### src/rtl/dpm_defines.svh
`ifndef DPM_DEFINES_SVH
`define DPM_DEFINES_SVH

`define DPM_ADDR_W 8
`define DPM_OFS_SER_LEVELS 8'h00
`define DPM_OFS_SER_LATCH 8'h04
`define DPM_OFS_SER_DIR 8'h08
`define DPM_OFS_BUS_LEVELS 8'h0c
`define DPM_OFS_BUS_LATCH 8'h10
`define DPM_OFS_BUS_DIR 8'h14
`define DPM_OFS_ODC_ONE 8'h18
`define DPM_OFS_ODC_THREE 8'h1c
`define DPM_OFS_PAD_CFG 8'h20
`define DPM_OFS_MEM_CTL 8'h24
`define DPM_OFS_OTHER_DIR 8'h28

`define DPM_RST_DIR 8'hff
`define DPM_RST_LATCH 8'h00
`define DPM_RST_ODC 8'h00
`define DPM_RST_PAD_CFG 8'h80
`define DPM_RST_MEM_CTL 8'h80
`define DPM_RST_OTHER_DIR 8'h00

`define DPM_PULLUP_DIS_BIT 7
`define DPM_EXT_BUS_DIS_BIT 7
`define DPM_PAR_SLAVE_BIT 4
`define DPM_SSP2_OD_BIT 0
`define DPM_SSP1_OD_BIT 7
`define DPM_XCV_OD_BIT 6

`define DPM_PIN_SER_CLK 3
`define DPM_PIN_SER_DIN 4
`define DPM_PIN_SER_DOUT 5
`define DPM_PIN_XCV_CLK 6
`define DPM_PIN_XCV_DAT 7
`define DPM_PIN_PULSE 0
`define DPM_PIN_TIMER 1
`define DPM_PIN_SPI2_DOUT 4
`define DPM_PIN_SPI2_CLK 6

`endif

### src/rtl/dpm_pkg.sv
package dpm_pkg;
	typedef struct packed {
		logic spi_mode;
		logic i2c_mode;
		logic smbus_levels;
		logic spi_clock_out;
		logic spi_data_out;
		logic i2c_clock_low;
		logic i2c_data_low;
	} dpm_ssp_req_t;
	typedef struct packed {
		logic spi_clock_in;
		logic spi_data_in;
		logic i2c_clock_in;
		logic i2c_data_in;
	} dpm_ssp_rsp_t;
	typedef struct packed {
		logic enable;
		logic pin6_drive;
		logic pin6_value;
		logic pin7_drive;
		logic pin7_value;
	} dpm_xcv_req_t;
	typedef struct packed {
		logic receive;
		logic sync_clock;
		logic sync_data;
	} dpm_xcv_rsp_t;
	typedef struct packed {
		logic ext_drive;
		logic [7:0] ext_out;
		logic psp_drive;
		logic [7:0] psp_out;
		logic spi2_enable;
		logic spi2_clock_out;
		logic spi2_data_out;
		logic pulse_enable;
		logic pulse;
	} dpm_bus_req_t;
	typedef struct packed {
		logic [7:0] ext_in;
		logic [7:0] psp_in;
		logic ttl_levels;
		logic timer_clock;
		logic timer_gate;
	} dpm_bus_rsp_t;
	typedef struct packed {
		logic [7:0] ser_latch;
		logic [7:0] ser_dir;
		logic [7:0] bus_latch;
		logic [7:0] bus_dir;
		logic [7:0] odc_one;
		logic [7:0] odc_three;
		logic [7:0] pad_cfg;
		logic [7:0] mem_ctl;
		logic [7:0] other_dir;
		logic [31:0] prdata;
		logic pready;
		logic pslverr;
		logic [7:0] ser_out;
		logic [7:0] ser_oe;
		logic [7:0] bus_out;
		logic [7:0] bus_oe;
		logic [7:0] bus_pullup;
		logic [1:0] ser_i2c_levels;
		dpm_ssp_rsp_t ssp;
		dpm_xcv_rsp_t xcv;
		dpm_bus_rsp_t bus;
	} dpm_state_t;
endpackage

### src/rtl/dpm_pad_cell.sv
module dpm_pad_cell (
	input wire logic drive,
	input wire logic value,
	input wire logic open_drain,
	output logic pad_out,
	output logic pad_oe
);
	// Open-drain only sinks; a high level is left to the pull-up
	assign pad_out = open_drain ? 1'b0 : value;
	assign pad_oe = drive & ~(open_drain & value);
endmodule

### src/rtl/dpm_port_mux.sv
// Summary of operation
// - Each bus-port pin has its own direction bit: drive latch, or sample pad.
// - Every reset brings all pins up as inputs with direction bits set.
// - Bus-port pins have weak pull-ups; pad config bit 7 disables them all.
// - A pin's pull-up is forced off while that pin drives.
// - Reset disables pull-ups by setting the shared pull-up disable bit.
// - On large package, port functions need external bus disable bit 7 set.
// - Enabled external bus owns the port as address/data low byte, ignoring direction.
// - Other-port direction bit 4 makes a parallel slave port with TTL inputs.
// - Second serial unit's SPI outputs go open-drain when control one bit 0 set.
// - Serial pin 3: SPI clock drives with direction 0, input with direction 1.
// - Serial pin 3: I2C clock overrides port data; input levels follow unit setting.
// - Serial pin 4: I2C data output overrides the latch while the unit drives.
// - Serial pin 4 feeds the SPI data input through the Schmitt path.
// - Serial pin 5 outputs SPI data when its direction bit is 0.
// - Serial pins 6, 7: transceiver output overrides latch while driving, direction 1.
// - Serial pin 6 supplies transceiver sync clock input when direction is 1.
// - Serial pin 7 feeds transceiver receive input when direction is 1.
// - Bus pin 1 feeds timer clock and gate; bus pin 0 carries the pulse output.
`include "dpm_defines.svh"
module dpm_port_mux (
	input wire logic sys_clk,
	input wire logic arst_n,
	input wire logic psel,
	input wire logic penable,
	input wire logic pwrite,
	input wire logic [`DPM_ADDR_W-1:0] paddr,
	input wire logic [31:0] pwdata,
	output logic [31:0] prdata,
	output logic pready,
	output logic pslverr,
	input wire logic large_package,
	input wire logic [7:0] ser_pad_in,
	output logic [7:0] ser_pad_out,
	output logic [7:0] ser_pad_oe,
	output logic [1:0] ser_pad_i2c_levels,
	input wire logic [7:0] bus_pad_in,
	output logic [7:0] bus_pad_out,
	output logic [7:0] bus_pad_oe,
	output logic [7:0] bus_pad_pullup,
	input wire dpm_pkg::dpm_ssp_req_t ssp_req,
	output dpm_pkg::dpm_ssp_rsp_t ssp_rsp,
	input wire dpm_pkg::dpm_xcv_req_t xcv_req,
	output dpm_pkg::dpm_xcv_rsp_t xcv_rsp,
	input wire dpm_pkg::dpm_bus_req_t bus_req,
	output dpm_pkg::dpm_bus_rsp_t bus_rsp
);
	import dpm_pkg::*;

	dpm_state_t st_q, st_d;
	logic [16:0] pad_sync;
	logic [7:0] ser_lvl;
	logic [7:0] bus_lvl;
	logic big_pkg;
	logic [15:0] cell_drive;
	logic [15:0] cell_value;
	logic [15:0] cell_od;
	logic [15:0] cell_out;
	logic [15:0] cell_oe;
	logic ext_bus_on;
	logic psp_on;
	logic setup_phase;
	logic write_now;
	logic addr_hit;
	logic [7:0] rd_byte;
	logic [7:0] wr_byte;

	// Pads and the package strap come from outside the clock domain
	dpm_sync #(
		.W(17)
	) u_sync (
		.sys_clk(sys_clk),
		.arst_n(arst_n),
		.async_in({large_package, bus_pad_in, ser_pad_in}),
		.sync_out(pad_sync)
	);
	assign ser_lvl = pad_sync[7:0];
	assign bus_lvl = pad_sync[15:8];
	assign big_pkg = pad_sync[16];

	// Bus owns the pins unless disabled; small package has no bus at all
	assign ext_bus_on = big_pkg & ~st_q.mem_ctl[`DPM_EXT_BUS_DIS_BIT];
	assign psp_on = ~ext_bus_on & st_q.other_dir[`DPM_PAR_SLAVE_BIT];

	always_comb begin
		cell_drive = '0;
		cell_value = '0;
		cell_od = '0;
		// Plain port behaviour first, overrides below
		cell_drive[7:0] = ~st_q.ser_dir;
		cell_value[7:0] = st_q.ser_latch;
		if (ssp_req.spi_mode) begin
			if (!st_q.ser_dir[`DPM_PIN_SER_CLK]) begin
				cell_value[`DPM_PIN_SER_CLK] = ssp_req.spi_clock_out;
			end
			if (!st_q.ser_dir[`DPM_PIN_SER_DOUT]) begin
				cell_value[`DPM_PIN_SER_DOUT] = ssp_req.spi_data_out;
			end
			cell_od[`DPM_PIN_SER_CLK] = st_q.odc_one[`DPM_SSP1_OD_BIT];
			cell_od[`DPM_PIN_SER_DOUT] = st_q.odc_one[`DPM_SSP1_OD_BIT];
		end else if (ssp_req.i2c_mode) begin
			// Bus lines only ever pull low
			cell_drive[`DPM_PIN_SER_CLK] = ssp_req.i2c_clock_low;
			cell_value[`DPM_PIN_SER_CLK] = 1'b0;
			cell_drive[`DPM_PIN_SER_DIN] = ssp_req.i2c_data_low;
			cell_value[`DPM_PIN_SER_DIN] = 1'b0;
		end
		if (xcv_req.enable) begin
			// Direction stays as software left it; see sync data note
			if (st_q.ser_dir[`DPM_PIN_XCV_CLK]) begin
				cell_drive[`DPM_PIN_XCV_CLK] = xcv_req.pin6_drive;
				cell_value[`DPM_PIN_XCV_CLK] = xcv_req.pin6_value;
			end
			if (st_q.ser_dir[`DPM_PIN_XCV_DAT]) begin
				cell_drive[`DPM_PIN_XCV_DAT] = xcv_req.pin7_drive;
				cell_value[`DPM_PIN_XCV_DAT] = xcv_req.pin7_value;
			end
			cell_od[`DPM_PIN_XCV_CLK] = st_q.odc_three[`DPM_XCV_OD_BIT];
			cell_od[`DPM_PIN_XCV_DAT] = st_q.odc_three[`DPM_XCV_OD_BIT];
		end
		// Bus-shared port
		if (ext_bus_on) begin
			cell_drive[15:8] = {8{bus_req.ext_drive}};
			cell_value[15:8] = bus_req.ext_out;
		end else if (psp_on) begin
			cell_drive[15:8] = {8{bus_req.psp_drive}};
			cell_value[15:8] = bus_req.psp_out;
		end else begin
			cell_drive[15:8] = ~st_q.bus_dir;
			cell_value[15:8] = st_q.bus_latch;
			if (bus_req.pulse_enable) begin
				cell_drive[8 + `DPM_PIN_PULSE] = 1'b1;
				cell_value[8 + `DPM_PIN_PULSE] = bus_req.pulse;
			end
			if (bus_req.spi2_enable) begin
				if (!st_q.bus_dir[`DPM_PIN_SPI2_DOUT]) begin
					cell_value[8 + `DPM_PIN_SPI2_DOUT] = bus_req.spi2_data_out;
				end
				if (!st_q.bus_dir[`DPM_PIN_SPI2_CLK]) begin
					cell_value[8 + `DPM_PIN_SPI2_CLK] = bus_req.spi2_clock_out;
				end
				cell_od[8 + `DPM_PIN_SPI2_DOUT] = st_q.odc_one[`DPM_SSP2_OD_BIT];
				cell_od[8 + `DPM_PIN_SPI2_CLK] = st_q.odc_one[`DPM_SSP2_OD_BIT];
			end
		end
	end

	genvar gi;
	generate
		for (gi = 0; gi < 16; gi++) begin : g_pad
			dpm_pad_cell u_cell (
				.drive(cell_drive[gi]),
				.value(cell_value[gi]),
				.open_drain(cell_od[gi]),
				.pad_out(cell_out[gi]),
				.pad_oe(cell_oe[gi])
			);
		end
	endgenerate

	// Register decode
	assign setup_phase = psel & ~penable;
	assign write_now = psel & penable & st_q.pready & pwrite & ~st_q.pslverr;
	assign wr_byte = pwdata[7:0];

	always_comb begin
		addr_hit = 1'b1;
		rd_byte = 8'h00;
		case (paddr)
			`DPM_OFS_SER_LEVELS: rd_byte = ser_lvl;
			`DPM_OFS_SER_LATCH: rd_byte = st_q.ser_latch;
			`DPM_OFS_SER_DIR: rd_byte = st_q.ser_dir;
			`DPM_OFS_BUS_LEVELS: rd_byte = bus_lvl;
			`DPM_OFS_BUS_LATCH: rd_byte = st_q.bus_latch;
			`DPM_OFS_BUS_DIR: rd_byte = st_q.bus_dir;
			`DPM_OFS_ODC_ONE: rd_byte = st_q.odc_one;
			`DPM_OFS_ODC_THREE: rd_byte = st_q.odc_three;
			`DPM_OFS_PAD_CFG: rd_byte = st_q.pad_cfg;
			`DPM_OFS_MEM_CTL: rd_byte = st_q.mem_ctl;
			`DPM_OFS_OTHER_DIR: rd_byte = st_q.other_dir;
			default: addr_hit = 1'b0;
		endcase
	end

	always_comb begin
		st_d = st_q;
		// Answer prepared in setup so pready can come from a flop
		st_d.pready = setup_phase;
		st_d.pslverr = setup_phase & ~addr_hit;
		st_d.prdata = (setup_phase & ~pwrite) ? {24'h000000, rd_byte} : 32'h00000000;
		if (write_now) begin
			case (paddr)
				`DPM_OFS_SER_LEVELS: st_d.ser_latch = wr_byte;
				`DPM_OFS_SER_LATCH: st_d.ser_latch = wr_byte;
				`DPM_OFS_SER_DIR: st_d.ser_dir = wr_byte;
				`DPM_OFS_BUS_LEVELS: st_d.bus_latch = wr_byte;
				`DPM_OFS_BUS_LATCH: st_d.bus_latch = wr_byte;
				`DPM_OFS_BUS_DIR: st_d.bus_dir = wr_byte;
				`DPM_OFS_ODC_ONE: st_d.odc_one = wr_byte;
				`DPM_OFS_ODC_THREE: st_d.odc_three = wr_byte;
				`DPM_OFS_PAD_CFG: st_d.pad_cfg = wr_byte;
				`DPM_OFS_MEM_CTL: st_d.mem_ctl = wr_byte;
				`DPM_OFS_OTHER_DIR: st_d.other_dir = wr_byte;
				default: st_d.pslverr = st_q.pslverr;
			endcase
		end
		// Pads driven one cycle after the control change
		st_d.ser_out = cell_out[7:0];
		st_d.ser_oe = cell_oe[7:0];
		st_d.bus_out = cell_out[15:8];
		st_d.bus_oe = cell_oe[15:8];
		// Pull-up shares one disable, but never fights a driven pin
		st_d.bus_pullup = ~cell_oe[15:8] & {8{~st_q.pad_cfg[`DPM_PULLUP_DIS_BIT]}};
		st_d.ser_i2c_levels = {2{ssp_req.i2c_mode & ssp_req.smbus_levels}};
		// Peripheral inputs
		st_d.ssp.spi_clock_in = ser_lvl[`DPM_PIN_SER_CLK];
		st_d.ssp.spi_data_in = ser_lvl[`DPM_PIN_SER_DIN];
		st_d.ssp.i2c_clock_in = ser_lvl[`DPM_PIN_SER_CLK];
		st_d.ssp.i2c_data_in = ser_lvl[`DPM_PIN_SER_DIN];
		// Idle-high when the pin is not an input, so no false start bits
		st_d.xcv.sync_clock = st_q.ser_dir[`DPM_PIN_XCV_CLK] ? ser_lvl[`DPM_PIN_XCV_CLK] : 1'b1;
		st_d.xcv.receive = st_q.ser_dir[`DPM_PIN_XCV_DAT] ? ser_lvl[`DPM_PIN_XCV_DAT] : 1'b1;
		st_d.xcv.sync_data = st_q.ser_dir[`DPM_PIN_XCV_DAT] ? ser_lvl[`DPM_PIN_XCV_DAT] : 1'b1;
		st_d.bus.ext_in = bus_lvl;
		st_d.bus.psp_in = bus_lvl;
		st_d.bus.ttl_levels = ext_bus_on | psp_on;
		st_d.bus.timer_clock = bus_lvl[`DPM_PIN_TIMER];
		st_d.bus.timer_gate = bus_lvl[`DPM_PIN_TIMER];
	end

	always_ff @(posedge sys_clk or negedge arst_n) begin
		if (!arst_n) begin
			st_q <= '0;
			st_q.ser_latch <= `DPM_RST_LATCH;
			st_q.ser_dir <= `DPM_RST_DIR;
			st_q.bus_latch <= `DPM_RST_LATCH;
			st_q.bus_dir <= `DPM_RST_DIR;
			st_q.odc_one <= `DPM_RST_ODC;
			st_q.odc_three <= `DPM_RST_ODC;
			st_q.pad_cfg <= `DPM_RST_PAD_CFG;
			st_q.mem_ctl <= `DPM_RST_MEM_CTL;
			st_q.other_dir <= `DPM_RST_OTHER_DIR;
			st_q.xcv <= '1;
		end else begin
			st_q <= st_d;
		end
	end

	assign prdata = st_q.prdata;
	assign pready = st_q.pready;
	assign pslverr = st_q.pslverr;
	assign ser_pad_out = st_q.ser_out;
	assign ser_pad_oe = st_q.ser_oe;
	assign ser_pad_i2c_levels = st_q.ser_i2c_levels;
	assign bus_pad_out = st_q.bus_out;
	assign bus_pad_oe = st_q.bus_oe;
	assign bus_pad_pullup = st_q.bus_pullup;
	assign ssp_rsp = st_q.ssp;
	assign xcv_rsp = st_q.xcv;
	assign bus_rsp = st_q.bus;
endmodule

### src/rtl/dpm_sync.sv
module dpm_sync #(
	parameter int W = 17
) (
	input wire logic sys_clk,
	input wire logic arst_n,
	input wire logic [W-1:0] async_in,
	output logic [W-1:0] sync_out
);
	typedef struct packed {
		logic [W-1:0] meta;
		logic [W-1:0] stable;
	} dpm_sync_st_t;
	dpm_sync_st_t st_q, st_d;
	always_comb begin
		st_d.meta = async_in;
		st_d.stable = st_q.meta;
	end
	always_ff @(posedge sys_clk or negedge arst_n) begin
		if (!arst_n) begin
			st_q <= '0;
		end else begin
			st_q <= st_d;
		end
	end
	assign sync_out = st_q.stable;
endmodule

### config.mk
export PLATFORM = sky130hd
export DESIGN_NAME = dpm_port_mux
export DESIGN_NICKNAME = d
export VERILOG_FILES = /design/src/rtl/dpm_pkg.sv /design/src/rtl/dpm_pad_cell.sv /design/src/rtl/dpm_port_mux.sv /design/src/rtl/dpm_sync.sv
export VERILOG_INCLUDE_DIRS = /design/src /design/src/rtl
export SDC_FILE = /design/constraint.sdc
export NUM_CORES = 1
export LEC_CHECK = 0
export BUFFER_PORTS_ARGS = -buffer_cell sky130_fd_sc_hd__buf_4
export CORE_ASPECT_RATIO = 1.1
export CORE_MARGIN = 2
export CORE_UTILIZATION = 53
export DETAILED_ROUTE_END_ITERATION = 8
export HOLD_SLACK_MARGIN = 0.08
export MAX_ROUTING_LAYER = met4
export PLACE_DENSITY = 0.8
export SLEW_MARGIN = 20
export SYNTH_ARGS = -nofsm -noshare
export SYNTH_HDL_FRONTEND = slang
export SYNTH_SLANG_ARGS = --single-unit
### constraint.sdc
create_clock -name sys_clk -period 1.8 [get_ports sys_clk]
set_input_delay 0.09 -clock sys_clk [delete_from_list [all_inputs] [get_ports sys_clk]]
set_output_delay 0.09 -clock sys_clk [all_outputs]
set_load 0.01 [all_outputs]
==> results of run 1 <==
-- path summary, 6_finish.rpt --
kind,start,end,slack [ps],depth (start not counted)
setup reg to reg,st_q[165]$_DFFE_PN1P_,ser_pad_out[7]$_DFF_PN0_,90,4
max in group asynchronous,arst_n,xcv_rsp[0]$_DFF_PN1_,970,3
setup / recovery,st_q[165]$_DFFE_PN1P_,ser_pad_out[7]$_DFF_PN0_,90,4
min in group asynchronous,arst_n,ser_pad_oe[0]$_DFF_PN0_,140,2
hold / removal,paddr[6],prdata[4]$_DFF_PN0_,130,4
hold reg to reg,u_sync.st_d[11]$_DFF_PN0_,u_sync.sync_out[11]$_DFF_PN0_,350,0
-- cells by family after synthesis --
logic type             after synthesis  share of synthesized area [%]
DFF                                170                          57.23
buffers and inverters              129                          11.76
and+or+nand+nor                    108                          8.166
muxes                              106                          16.45
AOI/OAI and AO/OA                   75                          6.342
other                                1                        0.05015
-- cell usage after synthesis, types with 2 or more instances --
master and count:
a21oi_1 11, a22o_1 7, a22oi_1 8, a2bb2oi_1 2, a31oi_1 6, a32o_1 2, and2_1 4, and3_1 2
buf_1 2, buf_2 4, buf_4 102, clkbuf_1 10, dfrtp_1 150, dfstp_2 20, inv_1 10, mux2_2 75
mux2i_1 25, mux4_2 6, nand2_1 30, nand2b_1 8, nand3_1 7, nand3_2 2, nand3b_1 2, nand4_1 2
nand4_2 2, nor2_1 24, nor2b_1 6, nor3_1 5, nor3_4 3, o21ai_0 27, o22ai_1 7, or3_1 3
-- registers in the layout, indices dropped and copies added (netlist names) --
signal / cells
cell_value: 3
ser_pad_oe: 8
pslverr: 1
pready: 1
st_q: 69
ser_pad_i2c_levels: 1
bus_pad_out: 8
bus_rsp: 9
ssp_rsp: 2
prdata: 8
u_sync.sync_out: 17
xcv_rsp: 2
u_sync.st_d: 17
ser_pad_out: 8
bus_pad_oe: 8
bus_pad_pullup: 8
-- per-stage QoR --
| stage | utilization [%] | cell area (sq um) | worst slack [ps] |
|---|---|---|---|
| after CTS | 70.98 | 9791 | 9.682 |
| after detailed placement | 61.54 | 8489 | 90.57 |
| after global routing | 71.08 | 9806 | 1.919 |
| after global placement | 61.54 | 8489 | 104.6 |
| final | 71.08 | 9806 | 88.58 |
| after floorplan | - | 7564 | 88.89 |
-- power groups by stage --
| stage | sequential (mW) | combinational (mW) | clock (mW) |
|---|---|---|---|
| after CTS | 3.97 | 0.779 | 3.83 |
| after detailed placement | 4.04 | 0.662 | 0 |
| final | 3.97 | 0.785 | 3.81 |
| after global routing | 3.98 | 0.856 | 4.03 |
| after floorplan | 4.02 | 0.362 | 0 |
| after global placement | 4.03 | 0.650 | 0 |
-- tightest hold or removal path, delay by kind of cell --
family / cells / cell delay (ps)
AO/OA/AOI/OAI: 2 / 250
buffers and inverters: 1 / 110
AND/OR/NAND/NOR: 1 / 60
-- cell type report --
cell class,count,area (sq um)
tap,188,235.2
clock buffer,20,456.7
clock inverter,12,163.9
fill,908,3989
sequential,170,4279
timing repair buffer,260,2213
antenna,1,2.502
inverter,10,37.54
multi-input combinational,313,2417
-- metal layers --
metal	routed length, um	GRT usage, %
met1	7486	32.32
met2	9712	43.91
met3	984	5.605
met4	286	9.066
met5	0	-
-- repair_timing --
action | 4_1_cts | 5_1_grt
endpoints found under the hold margin | 266 | 2
buffers inserted | 0 | 0
hold buffers | 68 | 1
setup endpoints to repair | 0 | 17
gates resized for setup | 0 | 3
==> flow_summary.yaml, run 1 <==
status:
  status: "finished, final reports clean"
synthesis:
  ys_warn_count: 0
  yosys.cell_types.count: 47
  synth_area_sq_mm: 0.007477
  avgSynthCellArea_sq_um: 12.69
  synth_top_cell_by_area: "dfrtp_1"
  async_flop_share_pct: 100.0
  synth_top_area_share_pct: 50.20
  synthCells: 589
  ys_seq_area_share_pct: 57.23
  synth-seq-cells: 170
  synth_edf_count: 0
  synthFlopType: "dfrtp_1"
  ys_top_cells_by_area: "dfrtp_1 50%, mux2_2 11%, buf_4 10%, dfstp_2 7.0%, mux2i_1 3.3%"
clock_network:
  cts.sinks: 170
  cts-htree-levels: 4
  clk_latency_ps: 430
  path_clk_slew_ps: 70
  tritoncts: "done"
  cts_root_buf: "clkbuf_16"
  cts_max_path_buffers: 2
  numCtsBuffers: 17
power:
  seqPwrFrac_pct: 46.4
  ir_drop_mv: 0.7466
  p_leak_nw: 4.663
  pwr-share-clk_pct: 44.5
  p_int_mw: 6.595
  power_density_mw_per_mm2: 873.2
  netSwitchingFraction_pct: 22.97
  power_mw: 8.562
  combPwrFrac_pct: 9.2
  p_sw_mw: 1.967
die:
  top_level_ports: 199
  die_x_um: 117.3
  die_y_um: 128.6
  coreArea_sq_mm: 0.01379
  initial_core_util_pct: 54.20
  fp-row-count: 45
  die_area_sq_mm: 0.01508
final_layout:
  syn2layout_area_growth_pct: 31.14
  layout_common_cells: "184 x buf_4, 150 x dfrtp_1, 75 x mux2_2"
  nets: 869
  layout_commonest_cell: "buf_4"
  stdcell_count: 974
  final_layout_size_suffix_gt1_share_pct: 42.93
critical_path:
  endpoint_kind: "register"
  cp-start-kind: "register"
  worstPathArrival_ps: 2020
  cp_max_fo: 7
  critPathTopFamily: "flip-flops"
  critPathKind: "register to register"
  cp.required_ps: 2110
  crit_buf_inv: 1
  cp_cell_sequence: "nor2_1 -> a31oi_1 -> o22ai_1 -> dlygate4sd3_1"
  slowest_delay_ps: 630
  slowest_stage: "dfstp_2"
route:
  vias: 5097
  routed_wirelength_um: 18470
  firstDrtPassIters: 5
  drc: 0
  ant_nets: 0
  detail_route.iter0.violations: 320
  via_per_inst: 5.233
  wl_per_cell_um: 18.96
sta:
  hold_slack_ps: 131.4
  fin_setup_tns_ps: 0
  finClkSkew_ps: 10.56
  final-setup-viol-count: 0
  slew_violations: 0
  grt_setup_unrepaired: "false"
  fmax_mhz: 584.3
  min_period_ps: 1711
  finalHoldViolCount: 0
  period_share_pct: 95.08
grt:
  grt_pass1_wl_um: 28500
  grt_max_degree: 58
  antenna_found_initial: 1
  track_usage_pct: 26.53
  overflow: 0
  grt_pass1_vias: 5357
job:
  cap_violations: 0
place:
  dp_cells: 873
  portBuffers: 150
  hpwl_um: 12410
  gp_congestion: 0.9289
worst_hold_path:
  hp-class: "input port to register"
Power figures use the tool's default switching activity.
==> run 2: changes to the inputs <==
- CTS_CLUSTER_SIZE: unset -> 28
- PLACE_DENSITY: 0.8 -> unset
- PLACE_DENSITY_LB_ADDON: unset -> 0.3
- RECOVER_POWER: unset -> 25
==> flow_summary.yaml, run 2 (synthesis gave the netlist of run 1 again) <==
sta:
  final-setup-viol-count: 0
  period_share_pct: 96.31
  finClkSkew_ps: 10.26
  max_slew.worst_pin.slew_ps: 803.0
  fmax_mhz: 576.9
  grt_setup_unrepaired: "false"
  finalHoldViolCount: 0
  min_period_ps: 1734
  fin_setup_tns_ps: 0
  slew_violations: 0
  maxSlewHeadroom_pct: 46.47
die:
  fp-row-count: 45
  die_area_sq_mm: 0.01508
  initial_core_util_pct: 54.20
  die_x_um: 117.3
  die_y_um: 128.6
  top_level_ports: 199
  coreArea_sq_mm: 0.01379
place:
  hpwl_um: 12280
  place_area_sq_mm: 0.008437
  portBuffers: 150
  dp_cells: 871
  gp_congestion: 0.9270
power:
  seqPwrFrac_pct: 47.7
  power_density_mw_per_mm2: 851.4
  netSwitchingFraction_pct: 24.51
  combPwrFrac_pct: 9.4
  p_sw_mw: 2.037
  ir_drop_mv: 0.8387
  p_leak_nw: 4.650
  pwr-share-clk_pct: 42.9
  p_int_mw: 6.274
worst_hold_path:
  hp-class: "input port to register"
  holdPathEnd: "bus_pad_oe[3]$_DFF_PN0_"
  min_from: "bus_req[22]"
  hold-path-cell-count: 4
route:
  drc: 0
  vias: 5062
  routed_wirelength_um: 18080
  ant_nets: 0
  wl_per_cell_um: 18.52
  firstDrtPassIters: 4
  detail_route.iter0.violations: 255
  via_per_inst: 5.186
grt:
  grt_max_degree: 62
  use_met3_pct: 3.957
  use_met2_pct: 42.53
  grt_util_met1_pct: 33.56
  grt_busiest_layer: "met2"
  track_usage_pct: 26.30
  grt_pass1_vias: 5303
  overflow: 0
  grt_pass1_wl_um: 28480
  antenna_found_initial: 0
clock_network:
  cts_max_path_buffers: 2
  path_clk_slew_ps: 60
  clk_latency_ps: 430
  cts.sinks: 170
  cts-htree-levels: 4
  cts_root_buf: "clkbuf_16"
  tritoncts: "done"
  numCtsBuffers: 17
critical_path:
  critPathKind: "input port to register"
  ff2ff_path_depth: 4
  worstPathArrival_ps: 2100
  cp_max_fo: 4
  cp-start-kind: "input port"
  regToRegSetupSlack_ps: 100
  timing.rr.end: "ser_pad_oe[7]$_DFF_PN0_"
  endpoint_kind: "register"
  cp.required_ps: 2160
  reg2reg_from: "st_q[165]$_DFFE_PN1P_"
final_layout:
  stdcell_count: 976
  syn2layout_area_growth_pct: 30.54
  layout_commonest_cell: "buf_4"
  fin_util_pct: 70.76
  largest_register_ff_count: 69
  stdcell_area_sq_mm: 0.009761
  nFillCells: 906
  final_layout_size_suffix_gt1_share_pct: 42.64
  layout_common_cells: "170 x buf_4, 149 x dfrtp_1, 75 x mux2_2"
  n_antenna_cell: 0
  nets: 872
  regMostFlops: "st_q"
status:
  status: "finished, final reports clean"
job:
  cap_violations: 0
[run 2: changes by cell type in the layout (fill, tap and decap cells not counted), sizes merged]
cell and delta:
buf -18, clkbuf +15, inv +5, dlygate4sd3 +3, bufinv -2, diode -1
[run 2: critical path: stages]
cell and delay, ps:
dlygate4sd3_1 540, buf_4 150, nand2b_4 80, nor2_1 40, dlygate4sd3_1 540, a21oi_1 110, dlygate4sd3_1 550
[run 2: per-stage QoR]
step	hold WS (ps)	worst slack, ps	power, mW
2_1_floorplan	-205.6	88.89	4.384
3_3_place_gp	-17.02	96.11	4.678
3_5_place_dp	-9.282	90.65	4.693
4_1_cts	82.21	24.58	8.360
5_1_grt	131.2	5.157	8.620
6_report	96.39	66.46	8.310
[run 2: timing repair]
action / CTS / global route
setup buffers: 0 / 2
gates resized for setup: 0 / 5
endpoints found under the setup margin: 0 / 24
hold endpoints to repair: 269 / 1
hold buffers: 70 / 1
[run 2: layout make-up]
| cell class | instances | area, sq um | share of cell area, % |
|---|---|---|---|
| sequential | 170 | 4280 | 43.85 |
| timing repair buffer | 263 | 2200 | 22.54 |
| clock buffer | 17 | 425.4 | 4.358 |
| tap | 188 | 235.2 | 2.410 |
| multi-input combinational | 313 | 2426 | 24.86 |
| clock inverter | 15 | 156.4 | 1.602 |
| inverter | 10 | 37.54 | 0.3846 |
[run 2: worst max path at each step]
stage                              end                 from  slack (ps)
3_5_place_dp     st_q[104]$_DFFE_PN0P_             paddr[5]          90
5_1_grt          st_q[128]$_DFFE_PN0P_             paddr[6]           5
4_1_cts        ser_pad_oe[4]$_DFF_PN0_           ssp_req[5]          20
3_3_place_gp     st_q[104]$_DFFE_PN0P_             paddr[5]         100
2_1_floorplan    st_q[102]$_DFFE_PN0P_  pslverr$_DFFE_PN0P_          90
6_report       ser_pad_oe[4]$_DFF_PN0_           ssp_req[5]          70
[run 2: power groups by stage]
stage | Sequential [mW] | Clock [mW] | Combinational [mW]
after floorplan | 4.02 | 0 | 0.362
after global placement | 4.03 | 0 | 0.647
after detailed placement | 4.03 | 0 | 0.658
after CTS | 3.97 | 3.62 | 0.776
after global routing | 3.97 | 3.80 | 0.850
final | 3.96 | 3.57 | 0.781
[run 2: layer usage]
| layer | vias up | part of all wire, % |
|---|---|---|
| li1 | 2306 | - |
| met1 | 2546 | 40 |
| met2 | 180 | 52 |
| met3 | 30 | 5.3 |
| met4 | 0 | 2.3 |
| met5 | - | 0 |
